<file path="src/shared/vib_regs_map.svh">
`ifndef VIB_REGS_MAP_SVH
`define VIB_REGS_MAP_SVH

// bus address of the device, 7 bits, r/w bit follows
`define DEV_ADDR 7'h06

// register offsets
`define OFS_DRIVE_MODE 8'h20
`define OFS_DRIVE_SETTING 8'h21
`define OFS_HEALTH_FLAGS 8'h22

// reset values
`define RST_DRIVE_MODE 8'h90
`define RST_DRIVE_SETTING 8'h2C
`define RST_HEALTH_FLAGS 8'h0E

// writable bits of each writable register
`define WMASK_DRIVE_MODE 8'hE0
`define WMASK_DRIVE_SETTING 8'hFC

// field positions, drive_mode register
`define POS_DRIVE_EN 7
`define POS_BOOST_EN 6
`define POS_BOOST_HIGH 5

// field positions, drive_setting register
`define MSB_INPUT_RES 7
`define LSB_INPUT_RES 5
`define MSB_LEVEL 4
`define LSB_LEVEL 2

// field positions, health_flags register
`define POS_SUPPLY_GOOD 3
`define POS_REG_GOOD 2
`define POS_OVERTEMP_OK 1

// level code that names no voltage
`define LEVEL_UNDEFINED 3'h7

// bits per byte on the serial bus
`define BITS_PER_BYTE 4'h8

`endif

</file>
<file path="src/shared/vib_regs_pkg.sv">
package vib_regs_pkg;

   // serial slave states
   typedef enum logic [3:0] {
      st_idle,
      st_addr,
      st_ack_addr,
      st_ptr,
      st_ack_ptr,
      st_wdata,
      st_ack_w,
      st_rdata,
      st_ack_r
   } ser_state_t;

   // analog monitor levels, as seen by the logic
   typedef struct packed {
      logic supply_good;
      logic reg_good;
      logic temp_above_hi;
      logic temp_below_lo;
   } monitor_t;

   // settings handed to the analog drive stage
   typedef struct packed {
      logic drive_enable;
      logic boost_drive_enable;
      logic boost_high_side;
      logic [2:0] input_res_select;
      logic [2:0] drive_level_select;
      logic level_undefined;
   } drive_cfg_t;

endpackage : vib_regs_pkg

</file>
<file path="src/core/vib_regs.sv">
// Notes on behaviour
// - drive_setting bits 7:5 pick input resistance 8..22 kohm; register resets 0x2C.
// - drive_setting bits 4:2 pick drive level 2.4..3.6 V; code 7 undefined.
// - health_flags is read-only, resets 0x0E; bits 7:4 and 0 read zero.
// - health bit 3 is 1 while supply is above undervoltage lockout.
// - health bit 2 is 0 while regulator output below 70 percent.
// - health bit 1 is 0 while over-temperature protection is tripped.
// - above 150 C drive shuts down, stays off until below 134 C.
// - host-written register contents survive a thermal shutdown untouched.
// - every register field takes its default at power-up, before bus traffic.
// - device runs fully on defaults with serial lines left floating.
// - defaults: drive enabled, boost off, 10 kohm input, 3.0 V level.
// - both motor outputs grounded while run input low; driven while high if drive enabled, supply good and not hot.
// - device answers only bus address 0000110 plus read/write bit.
// - pointer increments after each byte in multi-byte reads and writes.
`timescale 1ns/1ps
`include "vib_regs_map.svh"

module vib_regs
   import vib_regs_pkg::*;
(
   input wire logic clk,
   input wire logic nrst,
   input wire logic scl_in,
   input wire logic sda_in,
   output logic sda_out,
   output logic sda_oe,
   input wire monitor_t monitor,
   input wire logic motor_run_input,
   output logic motor_out_pos,
   output logic motor_out_neg,
   output drive_cfg_t drive_cfg,
   output logic thermal_shutdown
);

   // serial line samples and edges
   logic scl_q_r;
   logic sda_q_r;
   logic scl_rise;
   logic scl_fall;
   logic start_seen;
   logic stop_seen;

   // serial slave state
   ser_state_t state_r;
   logic [3:0] bit_cnt_r;
   logic [7:0] shift_r;
   logic [7:0] tx_r;
   logic [7:0] ptr_r;
   logic rw_r;
   logic master_ack_r;

   // registers
   logic [7:0] drive_mode_r;
   logic [7:0] drive_setting_r;
   logic [7:0] health_flags_r;
   logic shutdown_r;
   logic [7:0] read_data;
   logic [7:0] ptr_nxt;
   logic drive_ok;

   // output flops
   logic sda_oe_r;
   logic sda_out_r;
   logic motor_pos_r;
   logic motor_neg_r;
   drive_cfg_t drive_cfg_r;

   // lines are taken as synchronous, so one flop each is enough
   // remember last level of both lines to find edges and start/stop
   always_ff @(posedge clk) begin
      if (!nrst) begin
         scl_q_r <= 1'b1; // floating lines idle high
         sda_q_r <= 1'b1;
      end else begin
         scl_q_r <= scl_in;
         sda_q_r <= sda_in;
      end
   end

   // start and stop need scl high on both samples, so a lone scl glitch fakes neither
   // line events; a floating bus never makes a start, so defaults stay
   assign scl_rise = scl_in && !scl_q_r;
   assign scl_fall = !scl_in && scl_q_r;
   assign start_seen = scl_in && scl_q_r && sda_q_r && !sda_in;
   assign stop_seen = scl_in && scl_q_r && !sda_q_r && sda_in;

   // read data follows the pointer; it is taken as each read byte begins
   // register read selection; unmapped offsets read zero, as do unused bits except drive_mode bit 4, which resets to 1
   always_comb begin
      unique case (ptr_r)
         `OFS_DRIVE_MODE: read_data = drive_mode_r;
         `OFS_DRIVE_SETTING: read_data = drive_setting_r;
         `OFS_HEALTH_FLAGS: read_data = health_flags_r;
         default: read_data = 8'h00;
      endcase
   end

   assign ptr_nxt = ptr_r + 8'h01;

   // no clock stretching: each scl phase must last three clocks or more
   // serial slave: bits sampled on scl rise, sda changed on scl fall
   always_ff @(posedge clk) begin
      if (!nrst) begin
         state_r <= st_idle;
         bit_cnt_r <= 4'h0;
         shift_r <= 8'h00;
         tx_r <= 8'h00;
         rw_r <= 1'b0;
         master_ack_r <= 1'b0;
         sda_oe_r <= 1'b0;
      end else if (stop_seen) begin
         state_r <= st_idle;
         sda_oe_r <= 1'b0;
      end else if (start_seen) begin
         // repeated start lands here too and begins a fresh address byte
         state_r <= st_addr;
         bit_cnt_r <= 4'h0;
         sda_oe_r <= 1'b0;
      end else begin
         unique case (state_r)
            st_idle: begin
               sda_oe_r <= 1'b0;
            end
            st_addr, st_ptr, st_wdata: begin
               if (scl_rise) begin
                  shift_r <= {shift_r[6:0], sda_in};
                  bit_cnt_r <= bit_cnt_r + 4'h1;
               end else if (scl_fall && bit_cnt_r == `BITS_PER_BYTE) begin
                  bit_cnt_r <= 4'h0;
                  if (state_r == st_addr) begin
                     if (shift_r[7:1] == `DEV_ADDR) begin
                        rw_r <= shift_r[0];
                        sda_oe_r <= 1'b1;
                        state_r <= st_ack_addr;
                     end else begin
                        state_r <= st_idle; // not ours: stay off the bus
                     end
                  end else begin
                     sda_oe_r <= 1'b1;
                     state_r <= (state_r == st_ptr) ? st_ack_ptr : st_ack_w;
                  end
               end
            end
            st_ack_addr: begin
               if (scl_fall) begin
                  if (rw_r) begin
                     // first read bit goes out as the ack clock ends
                     tx_r <= read_data;
                     sda_oe_r <= !read_data[7];
                     state_r <= st_rdata;
                     bit_cnt_r <= 4'h1;
                  end else begin
                     sda_oe_r <= 1'b0;
                     state_r <= st_ptr;
                  end
               end
            end
            st_ack_ptr, st_ack_w: begin
               if (scl_fall) begin
                  sda_oe_r <= 1'b0;
                  state_r <= st_wdata;
               end
            end
            st_rdata: begin
               if (scl_fall) begin
                  if (bit_cnt_r == `BITS_PER_BYTE) begin
                     sda_oe_r <= 1'b0; // release for the master's ack
                     bit_cnt_r <= 4'h0;
                     state_r <= st_ack_r;
                  end else begin
                     sda_oe_r <= !tx_r[3'(7 - bit_cnt_r)];
                     bit_cnt_r <= bit_cnt_r + 4'h1;
                  end
               end
            end
            st_ack_r: begin
               if (scl_rise) begin
                  master_ack_r <= !sda_in;
               end else if (scl_fall) begin
                  if (master_ack_r) begin
                     // pointer has already moved on; send next register
                     tx_r <= read_data;
                     sda_oe_r <= !read_data[7];
                     bit_cnt_r <= 4'h1;
                     state_r <= st_rdata;
                  end else begin
                     state_r <= st_idle; // nack: wait for stop
                  end
               end
            end
         endcase
      end
   end

   // open-drain data line only ever pulls low
   always_ff @(posedge clk) begin
      if (!nrst) begin
         sda_out_r <= 1'b0;
      end else begin
         sda_out_r <= 1'b0;
      end
   end

   // a byte cut short by start or stop moves nothing
   // pointer: loaded by the pointer byte, stepped after each data byte
   always_ff @(posedge clk) begin
      if (!nrst) begin
         ptr_r <= 8'h00;
      end else if (!stop_seen && !start_seen && scl_fall) begin
         if (state_r == st_ptr && bit_cnt_r == `BITS_PER_BYTE) begin
            ptr_r <= shift_r;
         end else if (state_r == st_wdata && bit_cnt_r == `BITS_PER_BYTE) begin
            ptr_r <= ptr_nxt;
         end else if (state_r == st_rdata && bit_cnt_r == `BITS_PER_BYTE) begin
            ptr_r <= ptr_nxt;
         end
      end
   end

   // unused bits are masked on the way in, so they read back zero
   // writable registers; only reset and the bus change them
   always_ff @(posedge clk) begin
      if (!nrst) begin
         drive_mode_r <= `RST_DRIVE_MODE;
         drive_setting_r <= `RST_DRIVE_SETTING;
      end else if (!stop_seen && !start_seen && scl_fall && state_r == st_wdata
                   && bit_cnt_r == `BITS_PER_BYTE) begin
         // no thermal term here, settings outlive a shutdown
         unique case (ptr_r)
            `OFS_DRIVE_MODE: drive_mode_r <= shift_r & `WMASK_DRIVE_MODE;
            `OFS_DRIVE_SETTING: drive_setting_r <= shift_r & `WMASK_DRIVE_SETTING;
            default: ;
         endcase
      end
   end

   // set wins over clear, so a hot die never slips through a release
   // thermal latch with hysteresis between the two comparators
   always_ff @(posedge clk) begin
      if (!nrst) begin
         shutdown_r <= 1'b0;
      end else if (monitor.temp_above_hi) begin
         shutdown_r <= 1'b1;
      end else if (monitor.temp_below_lo) begin
         shutdown_r <= 1'b0;
      end
   end

   // live, not sticky: supply and regulator flags recover as soon as their monitors do; bit 1 waits for the thermal latch to clear
   // status flags follow the monitors; the bus never writes them
   always_ff @(posedge clk) begin
      if (!nrst) begin
         health_flags_r <= `RST_HEALTH_FLAGS;
      end else begin
         health_flags_r <= 8'h00;
         health_flags_r[`POS_SUPPLY_GOOD] <= monitor.supply_good;
         health_flags_r[`POS_REG_GOOD] <= monitor.reg_good;
         health_flags_r[`POS_OVERTEMP_OK] <= !shutdown_r && !monitor.temp_above_hi;
      end
   end

   // faults that ground the bridge; the raw hot flag counts too,
   // so the legs drop in the same clock as the latch sets
   assign drive_ok = drive_mode_r[`POS_DRIVE_EN] && !shutdown_r && !monitor.temp_above_hi
                     && monitor.supply_good;

   // bridge drive; both legs share one enable, the analog stage picks polarity
   always_ff @(posedge clk) begin
      if (!nrst) begin
         motor_pos_r <= 1'b0;
         motor_neg_r <= 1'b0;
      end else begin
         motor_pos_r <= motor_run_input && drive_ok;
         motor_neg_r <= motor_run_input && drive_ok;
      end
   end

   // one clock behind the registers; the analog stage settles far slower
   // settings to the analog stage, registered once more
   always_ff @(posedge clk) begin
      if (!nrst) begin
         drive_cfg_r <= '0;
      end else begin
         drive_cfg_r.drive_enable <= drive_mode_r[`POS_DRIVE_EN];
         drive_cfg_r.boost_drive_enable <= drive_mode_r[`POS_BOOST_EN];
         drive_cfg_r.boost_high_side <= drive_mode_r[`POS_BOOST_HIGH];
         drive_cfg_r.input_res_select <= drive_setting_r[`MSB_INPUT_RES:`LSB_INPUT_RES];
         drive_cfg_r.drive_level_select <= drive_setting_r[`MSB_LEVEL:`LSB_LEVEL];
         // code 7 is flagged so the regulator can hold its last level
         drive_cfg_r.level_undefined <= drive_setting_r[`MSB_LEVEL:`LSB_LEVEL] == `LEVEL_UNDEFINED;
      end
   end

   // every output comes straight from its flop
   assign sda_oe = sda_oe_r;
   assign sda_out = sda_out_r;
   assign motor_out_pos = motor_pos_r;
   assign motor_out_neg = motor_neg_r;
   assign drive_cfg = drive_cfg_r;
   assign thermal_shutdown = shutdown_r;

endmodule : vib_regs

</file>
<file path="config.mk">
export PLATFORM = sky130hd
export DESIGN_NAME = vib_regs
export DESIGN_NICKNAME = d
export VERILOG_FILES = /design/src/shared/vib_regs_pkg.sv /design/src/core/vib_regs.sv
export VERILOG_INCLUDE_DIRS = /design/src /design/src/shared
export SDC_FILE = /design/constraint.sdc
export NUM_CORES = 1
export LEC_CHECK = 0
export BUFFER_PORTS_ARGS = -buffer_cell sky130_fd_sc_hd__clkbuf_2
export CAP_MARGIN = 20
export CORE_UTILIZATION = 50
export DETAILED_ROUTE_END_ITERATION = 12
export GPL_TIMING_DRIVEN = 0
export PLACE_DENSITY = 0.76
export RECOVER_POWER = 100
export REMOVE_ABC_BUFFERS = 1
export SLEW_MARGIN = 20
export SYNTH_ARGS = -nofsm -noshare
export SYNTH_HDL_FRONTEND = slang
export SYNTH_SLANG_ARGS = --single-unit
export TNS_END_PERCENT = 10
</file>
<file path="constraint.sdc">
create_clock -name clk -period 2.2 [get_ports clk]
set_clock_uncertainty 0.1 [all_clocks]
set_input_delay 0.33 -clock clk [delete_from_list [all_inputs] [get_ports clk]]
set_output_delay 0.33 -clock clk [all_outputs]
set_load 0.1 [all_outputs]
</file>
==> impl_metrics.yaml, run 1 <==
clock_network:
  clk_latency_ns: 0.35
  cts_root_buffer: "clkbuf_8"
  postCtsHoldBufs: 0
  ctsLongestPathBuffers: 2
  cts_made_buffers: 9
  cts_tree: "yes"
  cts_sinks: 61
  path_clk_slew_ns: 0.07
  htreeDepth: 3
placement:
  port_buffers: 22
  dp_hpwl_um: 4270
  place.gp.congestion: 0.911
  dp_cells: 419
  pre_cts_slack_ns: -0.460
die:
  num_rows: 27
  pin_count: 24
  die_x_um: 79.2
  initial_core_util_pct: 52.8
  dieArea_sq_um: 6270
  die_h_um: 79.2
  core_sq_um: 5640
routing:
  routedWlPerCell_um: 15.0
  drtIter0Drc: 206
  drt-pass1-iter-count: 5
  viasPerCell: 5.80
  wl_um: 6600
  vias: 2556
  drcViolationCount: 0
  drtAntennaViolNets: 0
power:
  switching_share_pct: 33.3
  clockPowerShare_pct: 34.1
  leakagePower_nw: 1.35
  power_density_nw_per_um2: 896
  power_w: 0.00302
  p_seq_share_pct: 42.3
  p_int_w: 0.00202
  p_sw_w: 0.00101
  p_comb_share_pct: 23.6
  irDropWorstVdd_uv: 658
worst_setup_path:
  required_ns: 2.32
  start_kind: "register"
  cpPeakStageDelay_ns: 0.38
  crit_arrival_ns: 2.21
  worst-path-buf-inv: 2
  crit_path_end_kind: "register"
  critical_path.top_delay_family: "compound AO/OA/AOI/OAI gates"
  crit_fanout: 9
  path_cells: "inv_1 -> ha_1 -> nand3b_4 -> a311o_1 -> a221oi_4 -> buf_4 -> mux2i_1 -> nor2_1"
  critPathSlowestCell: "a311o_1"
  crit_type: "reg -> reg"
final_layout:
  drive_gt1_share_pct: 17.1
  n_antenna_cell: 0
  area_delta_synth_final_pct: 13.3
  final_cell_count_no_fill: 441
  fillers: 488
  fin_util_pct: 59.9
  regArea_sq_um: 1230
  nNetsFinal: 379
  multi_input_area_sq_um: 1680
global_routing:
  grt_pass1_vias: 2355
  grt_pass1_wl_um: 11100
  grt_usage_pct: 23.5
  grt_start_max_net_pins: 32
  use_met2_pct: 38.0
  grt_use_met1_pct: 28.4
  grt.busiest_layer: "met2"
  antenna_found_initial: 0
  grt.overflow.total: 0
  grtUsageMet3_pct: 9.08
synthesis:
  ys_types: 55
  avgSynthCellArea_sq_um: 8.61
  synth_common_cells: "dfxtp_1 (61), nor2_1 (47), nand2_1 (26)"
  synth_warnings: 0
  ys.flop_type: "dfxtp_1"
  synth_top_area_share_pct: 41.0
  post_synth_main_area_contributors: "dfxtp_1 (41%), mux2i_1 (8.1%), nor2_1 (5.9%)"
  synth_top_area_cell: "dfxtp_1"
  netlist_instances: 346
  async_reset_ff_share_pct: 0
  yosysMostFrequentCell: "dfxtp_1"
  ys_ff_latch: 61
  synth_edf_count: 0
  syn_area_sq_um: 2980
  yosysSeqAreaShare_pct: 41.0
sta:
  setup_violations: 0
  worst_slack_ns: 0.110
  min_period_over_period_pct: 95.0
  max_freq_mhz: 478
  fin_crit_ns: 2.09
  slew_viol_final: 0
  tightestPinTransition_ns: 1.16
  finalHoldViolations: 0
  slew-limit-headroom_pct: 22.8
job:
  max_cap_violations: 0
run_status:
  status: "finished clean"
min_path:
  hp-class: "in -> reg"
[worst reg2reg max path: cells and delay by family, from the launching register on]
family / cells / cell delay (ns)
AND/OR/NAND/NOR: 2 / 0.22
flip-flops: 1 / 0.37
AO/OA/AOI/OAI: 2 / 0.67
buffers and inverters: 2 / 0.26
multiplexers: 1 / 0.18
adder cells (fa/ha/maj): 1 / 0.17
[flip-flops by register name (all words and copies together), names as in the netlist]
| signal | flops |
|---|---|
| state_r | 4 |
| drive_setting_r | 6 |
| rw_r | 1 |
| drive_mode_r | 4 |
| sda_oe | 1 |
| thermal_shutdown | 1 |
| ptr_r | 8 |
| drive_cfg | 10 |
| tx_r | 7 |
| shift_r | 8 |
| sda_q_r | 1 |
| scl_q_r | 1 |
| master_ack_r | 1 |
| motor_out_neg | 1 |
| health_flags_r | 3 |
| bit_cnt_r | 4 |
[stage by stage]
stage	setup TNS (ns)	hold slack (ns)	area [sq um]
2_1_floorplan	0	0.292	2880
3_3_place_gp	-3.52	0.330	3080
3_5_place_dp	-3.02	0.334	3080
4_1_cts	-0.0159	0.0343	3320
5_1_grt	-0.0169	0.0249	3380
6_report	0	0.0455	3380
[power groups by stage]
stage	Combinational, W	Sequential, W	Clock (W)
6_report	0.000713	0.00128	0.00103
5_1_grt	0.000770	0.00129	0.00111
4_1_cts	0.000680	0.00127	0.00105
3_5_place_dp	0.000658	0.00129	0
3_3_place_gp	0.000654	0.00129	0
2_1_floorplan	0.000495	0.00132	0
[placed cells by master, fill, tap and decap left out, types with 4 or more instances in the layout]
master    instances
ha_1              6
dfxtp_1          55
o21ai_0          13
inv_1             7
nor3_1           12
and2_1            5
buf_4             6
nor3b_1           4
nand3_1          12
mux2i_1          24
a311oi_1          4
a21oi_1          24
clkbuf_2         17
and2_0            4
dfxtp_2           6
clkbuf_1          5
a22oi_1           8
o22ai_1           6
nor2b_1           4
nand2_1          25
nor2_1           47
nand2b_1          9
clkbuf_8         10
[worst paths after layout]
kind	startpoint	endpoint	slack (ns)	depth (start not counted)
setup reg to reg	bit_cnt_r[1]	state_r[1]	0.11	8
hold reg to reg	drive_mode_r[4]	drive_mode_r[4]	0.35	2
setup / recovery	bit_cnt_r[1]	state_r[1]	0.11	8
hold / removal	monitor[0]	thermal_shutdown	0.05	2
[cells by family after synthesis]
logic type	after synthesis	synth area share, %
AO/OA/AOI/OAI	74	16.8
XOR/XNOR	3	0.882
adder cells (fa/ha/maj)	6	2.52
buffers and inverters	28	4.32
flip-flops	61	41.0
multiplexers	26	9.19
other	1	0.126
AND/OR/NAND/NOR	147	25.2
[cell type report]
type / count / share of cell area (%)
multi-input cells: 257 / 49.6
inverters: 7 / 0.778
flip-flops and latches: 61 / 36.4
clock buffers: 10 / 4.08
repair buffers: 28 / 4.41
well taps: 72 / 2.67
clock inverters: 6 / 2.07
[per-layer routing]
layer	up-vias	wire, um
li1	1266	-
met4	0	122
met1	1190	2910
met5	-	0
met3	13	360
met2	87	3200
[what timing repair did]
item / 4_1_cts / 5_1_grt
setup endpoints to repair: 18 / 23
buffers inserted: 0 / 6
cloned: 0 / 0
gates resized for setup: 8 / 8
pin swaps: 0 / 4
Note: power is estimated with default switching activity, not from simulation.
==> inputs of run 2 (changes only) <==
- CTS_BUF_LIST: default -> sky130_fd_sc_hd__clkbuf_16
==> run 2 against run 1 <==
Design area is 3.1% higher. Via count up 3.5%. Combinational power rose by 2%. Clock power rose by 35%. Worst setup slack got worse by 0.0011 ns. Fmax about the same. Register-to-register slack hardly changed. Sequential share of layout area is 1.1 points lower. Sequential cell count unchanged. Global-route usage down 0.35 points. Worst hold slack better by 0.026 ns. Critical path type unchanged. Critical endpoint unchanged.
==> impl_metrics.yaml, run 2 (synthesized netlist as in run 1, its figures left out) <==
die:
  core_sq_um: 5640
  die_x_um: 79.2
  pin_count: 24
  dieArea_sq_um: 6270
  num_rows: 27
  die_h_um: 79.2
  initial_core_util_pct: 52.8
clock_network:
  path_clk_slew_ns: 0.06
  cts_made_buffers: 9
  postCtsHoldBufs: 0
  htreeDepth: 3
  clk_latency_ns: 0.33
  cts_root_buffer: "clkbuf_16"
  cts_sinks: 61
  cts_tree: "yes"
  ctsLongestPathBuffers: 2
worst_setup_path:
  crit_arrival_ns: 2.19
  crit_type: "reg -> reg"
  crit_fanout: 17
  start_kind: "register"
  required_ns: 2.30
  crit_path_end_kind: "register"
min_path:
  hp-class: "in -> reg"
sta:
  max_freq_mhz: 478
  rsz0062_at_grt: "yes"
  setup_violations: 0
  finalHoldViolations: 0
  fin_crit_ns: 2.09
  slew_viol_final: 0
  hold_slack_ns: 0.0716
  tightestPinTransition_ns: 1.16
  min_period_over_period_pct: 95.0
  slew-limit-headroom_pct: 22.7
  tns_ns: 0
final_layout:
  nNetsFinal: 382
  largest_reg_flops: 10
  final_cell_mix: "dfxtp_1 (55), nor2_1 (47), nand2_1 (25)"
  fillers: 477
  area_delta_synth_final_pct: 16.9
  drive_gt1_share_pct: 15.3
  mostFrequentLayoutCell: "dfxtp_1"
  n_antenna_cell: 0
  final_cell_count_no_fill: 444
global_routing:
  grt.overflow.total: 0
  grt_pass1_vias: 2353
  grt_usage_pct: 23.2
  antenna_found_initial: 0
  grt_start_max_net_pins: 32
  grt_pass1_wl_um: 10900
routing:
  drtIter0Drc: 221
  drtAntennaViolNets: 0
  top_layer_used: "met4"
  wl_met1_um: 2820
  met3_wirelength_um: 447
  vias: 2646
  wl_um: 6700
  viasPerCell: 5.96
  drcViolationCount: 0
  routedWlPerCell_um: 15.1
  drt-pass1-iter-count: 7
  wl_met2_um: 3220
power:
  p_sw_w: 0.00107
  p_seq_share_pct: 37.7
  power_density_nw_per_um2: 976
  clockPowerShare_pct: 40.9
  p_comb_share_pct: 21.4
  p_int_w: 0.00234
  switching_share_pct: 31.3
  leakagePower_nw: 1.38
  irDropWorstVdd_uv: 647
placement:
  place.gp.congestion: 0.911
  dp_hpwl_um: 4270
  dp_cells: 419
  port_buffers: 22
job:
  max_cap_violations: 0
run_status:
  status: "finished clean"
[run 2: area by class of cell]
type | count | area (sq um) | area share [%]
clock buffers | 9 | 225 | 6.47
flip-flops and latches | 61 | 1230 | 35.3
well taps | 72 | 90.1 | 2.59
repair buffers | 30 | 154 | 4.42
multi-input cells | 258 | 1690 | 48.4
inverters | 7 | 26.3 | 0.754
clock inverters | 7 | 73.8 | 2.12
[run 2: per-layer routing]
layer / track usage, % / up-vias
met5: 0 / -
met4: 14.2 / 0
met1: 27.8 / 1234
li1: - / 1280
met3: 6.44 / 23
met2: 36.6 / 109
[run 2: critical path, cell delays in order, from the launching register on]
cell,delay [ns]
dfxtp_2,0.53
nand2_2,0.15
a22oi_1,0.22
o22ai_1,0.17
a221oi_4,0.36
buf_4,0.19
mux2i_1,0.18
nor2_1,0.06
[run 2: worst paths after layout]
| path | start | to | slack (ns) | depth (start not counted) |
|---|---|---|---|---|
| worst max-delay path | state_r[2] | state_r[1] | 0.11 | 7 |
| worst min-delay path | monitor[0] | thermal_shutdown | 0.07 | 2 |
| worst max register to register | state_r[2] | state_r[1] | 0.11 | 7 |
| worst min register to register | thermal_shutdown | motor_out_neg | 0.34 | 1 |
[run 2: power groups by stage]
stage | combinational [W] | sequential, W | clock (W)
after detailed placement | 0.000658 | 0.00129 | 0
after CTS | 0.000680 | 0.00127 | 0.00141
after global routing | 0.000782 | 0.00129 | 0.00147
after global placement | 0.000654 | 0.00129 | 0
after floorplan | 0.000495 | 0.00132 | 0
final | 0.000727 | 0.00128 | 0.00139
[run 2: what timing repair did]
| item | 4_1_cts | 5_1_grt |
|---|---|---|
| gates cloned | 0 | 1 |
| resized for setup | 8 | 7 |
| setup buffers | 0 | 8 |
| pin swaps | 0 | 4 |
| endpoints found under the setup margin | 17 | 22 |
[run 2: through the flow]
| step | utilization (%) | setup slack, ns | cell area, sq um | power [W] |
|---|---|---|---|---|
| final | 61.7 | 0.109 | 3480 | 0.00340 |
| after global routing | 61.7 | -0.0350 | 3480 | 0.00355 |
| after floorplan | - | 0.0182 | 2880 | 0.00182 |
| after CTS | 60.4 | -0.0124 | 3410 | 0.00337 |
| after detailed placement | 54.6 | -0.460 | 3080 | 0.00195 |
| after global placement | 54.6 | -0.498 | 3080 | 0.00194 |
==> inputs of run 3 (changes only) <==
- CORE_UTILIZATION: 50 -> 39
- PLACE_DENSITY: 0.76 -> 0.64
==> run 3 against run 2 <==
Sequential share of layout area fell by 0.16 points. Clock power barely moved. Worst hold slack improved by 0.0064 ns. Sequential cell count did not move. Via count fell by 5.0%. Combinational power fell by 3.9%. Non-clock buffer count fell by 4. Worst setup slack got worse by 0.014 ns. Largest power group unchanged.
==> impl_metrics.yaml, run 3 (synthesized netlist as in run 1, its figures left out) <==
run_status:
  status: "finished clean"
die:
  core_sq_um: 7330
  initial_core_util_pct: 40.7
  num_rows: 31
  dieArea_sq_um: 8000
  die_h_um: 89.4
  pin_count: 24
  die_x_um: 89.4
worst_setup_path:
  crit_path_end_kind: "register"
  r2r_start: "bit_cnt_r[0]"
  crit_fanout: 9
  path_cells: "inv_1 -> ha_1 -> nand3b_4 -> a311o_1 -> a221oi_4 -> mux2i_1 -> a211oi_2"
  cpPeakStageDelay_ns: 0.38
  start_kind: "register"
  crit-reg2reg-capture: "state_r[0]"
  required_ns: 2.30
  r2r_cells: 7
  crit_type: "reg -> reg"
  reg2reg_slack_ns: 0.1
  critPathSlowestCell: "a311o_1"
  crit_arrival_ns: 2.20
clock_network:
  cts_root_buffer: "clkbuf_16"
  cts_made_buffers: 9
  cts_sinks: 61
  clk_latency_ns: 0.33
  postCtsHoldBufs: 0
  cts_tree: "yes"
  htreeDepth: 3
  ctsLongestPathBuffers: 2
  path_clk_slew_ns: 0.05
final_layout:
  fillers: 707
  fin_util_pct: 47.7
  nNetsFinal: 377
  n_antenna_cell: 0
  final_cell_count_no_fill: 466
  regArea_sq_um: 1230
  mostFrequentLayoutCell: "dfxtp_1"
  multi_input_area_sq_um: 1680
  area_delta_synth_final_pct: 17.4
  final_cell_mix: "dfxtp_1 (55), nor2_1 (47), nand2_1 (25)"
  drive_gt1_share_pct: 14.4
  largest_reg_flops: 10
sta:
  rsz0062_at_grt: "yes"
  tightestPinTransition_ns: 1.17
  setup_violations: 0
  tns_ns: 0
  slew-limit-headroom_pct: 22.4
  finalHoldViolations: 0
  hold_slack_ns: 0.0780
  min_period_over_period_pct: 95.7
  fin_crit_ns: 2.10
  max_freq_mhz: 475
  slew_viol_final: 0
min_path:
  min_to: "thermal_shutdown"
  hold_depth: 2
  hold_start: "monitor[0]"
  hp-class: "in -> reg"
power:
  p_seq_share_pct: 38.2
  p_comb_share_pct: 20.7
  leakagePower_nw: 1.38
  switching_share_pct: 31.1
  irDropWorstVdd_uv: 522
  p_int_w: 0.00232
  p_sw_w: 0.00105
  power_density_nw_per_um2: 963
  clockPowerShare_pct: 41.1
global_routing:
  grt_usage_pct: 18.6
  grt_pass1_vias: 2326
  antenna_found_initial: 0
  grt.overflow.total: 0
  grt_start_max_net_pins: 32
  grt_pass1_wl_um: 11100
routing:
  wl_um: 6650
  drcViolationCount: 0
  drt-pass1-iter-count: 4
  vias: 2514
  drtAntennaViolNets: 0
  drtIter0Drc: 104
  viasPerCell: 5.39
  routedWlPerCell_um: 14.3
job:
  max_cap_violations: 0
placement:
  place.gp.congestion: 0.866
  dp_cells: 446
  dp_hpwl_um: 4490
  port_buffers: 22
-- run 3: worst max path at each step --
stage,startpoint,end,slack (ns),cells past startpoint
2_1_floorplan,state_r[0],ptr_r[7],0.02,6
4_1_cts,bit_cnt_r[0],state_r[0],0.003,7
3_3_place_gp,state_r[0],ptr_r[7],-0.52,6
6_report,bit_cnt_r[0],state_r[0],0.1,7
3_5_place_dp,bit_cnt_r[0],ptr_r[2],-0.46,8
5_1_grt,bit_cnt_r[0],state_r[0],-0.02,7
-- run 3: final cells by class --
cell class	instances	share of cell area, %
clock buffer	9	6.44
clock inverter	7	2.07
inverter	7	0.751
sequential	61	35.1
tap	99	3.54
timing repair buffer	26	4.15
multi-input combinational	257	47.9
-- run 3: worst max-delay path: cells and delay by family, from the launching register on --
family	cells	cell delay, ns
simple gates	1	0.16
buf+inv	1	0.07
flops	1	0.36
fa+ha+maj	1	0.18
mux	1	0.26
compound gates	3	0.84
-- run 3: stage by stage --
step / total power (W) / setup WS (ns) / cell area (sq um)
2_1_floorplan: 0.00182 / 0.0182 / 2880
3_3_place_gp: 0.00195 / -0.517 / 3110
3_5_place_dp: 0.00196 / -0.458 / 3120
4_1_cts: 0.00338 / 0.00299 / 3450
5_1_grt: 0.00352 / -0.0245 / 3500
6_report: 0.00337 / 0.0950 / 3500
-- run 3: routing by layer --
layer	part of all wire, %	global-route usage, %	wire length (um)
met5	0	0	0
met4	1.6	7.79	106
met1	47	23.8	3100
met3	4.2	4.99	278
met2	48	29.6	3170
-- run 3: power by group through the flow --
stage          combinational [W]  clock [W]  sequential, W
2_1_floorplan           0.000495          0        0.00132
3_3_place_gp            0.000661          0        0.00129
3_5_place_dp            0.000667          0        0.00129
4_1_cts                 0.000688    0.00142        0.00128
5_1_grt                 0.000763    0.00146        0.00130
6_report                0.000699    0.00138        0.00129
-- run 3: repair_timing --
action                                  in CTS  in global routing
pin swaps                                    0                  3
setup buffers                                0                  3
resized for setup                            9                  7
endpoints found under the setup margin      22                 17
endpoints found under the hold margin        0                  0
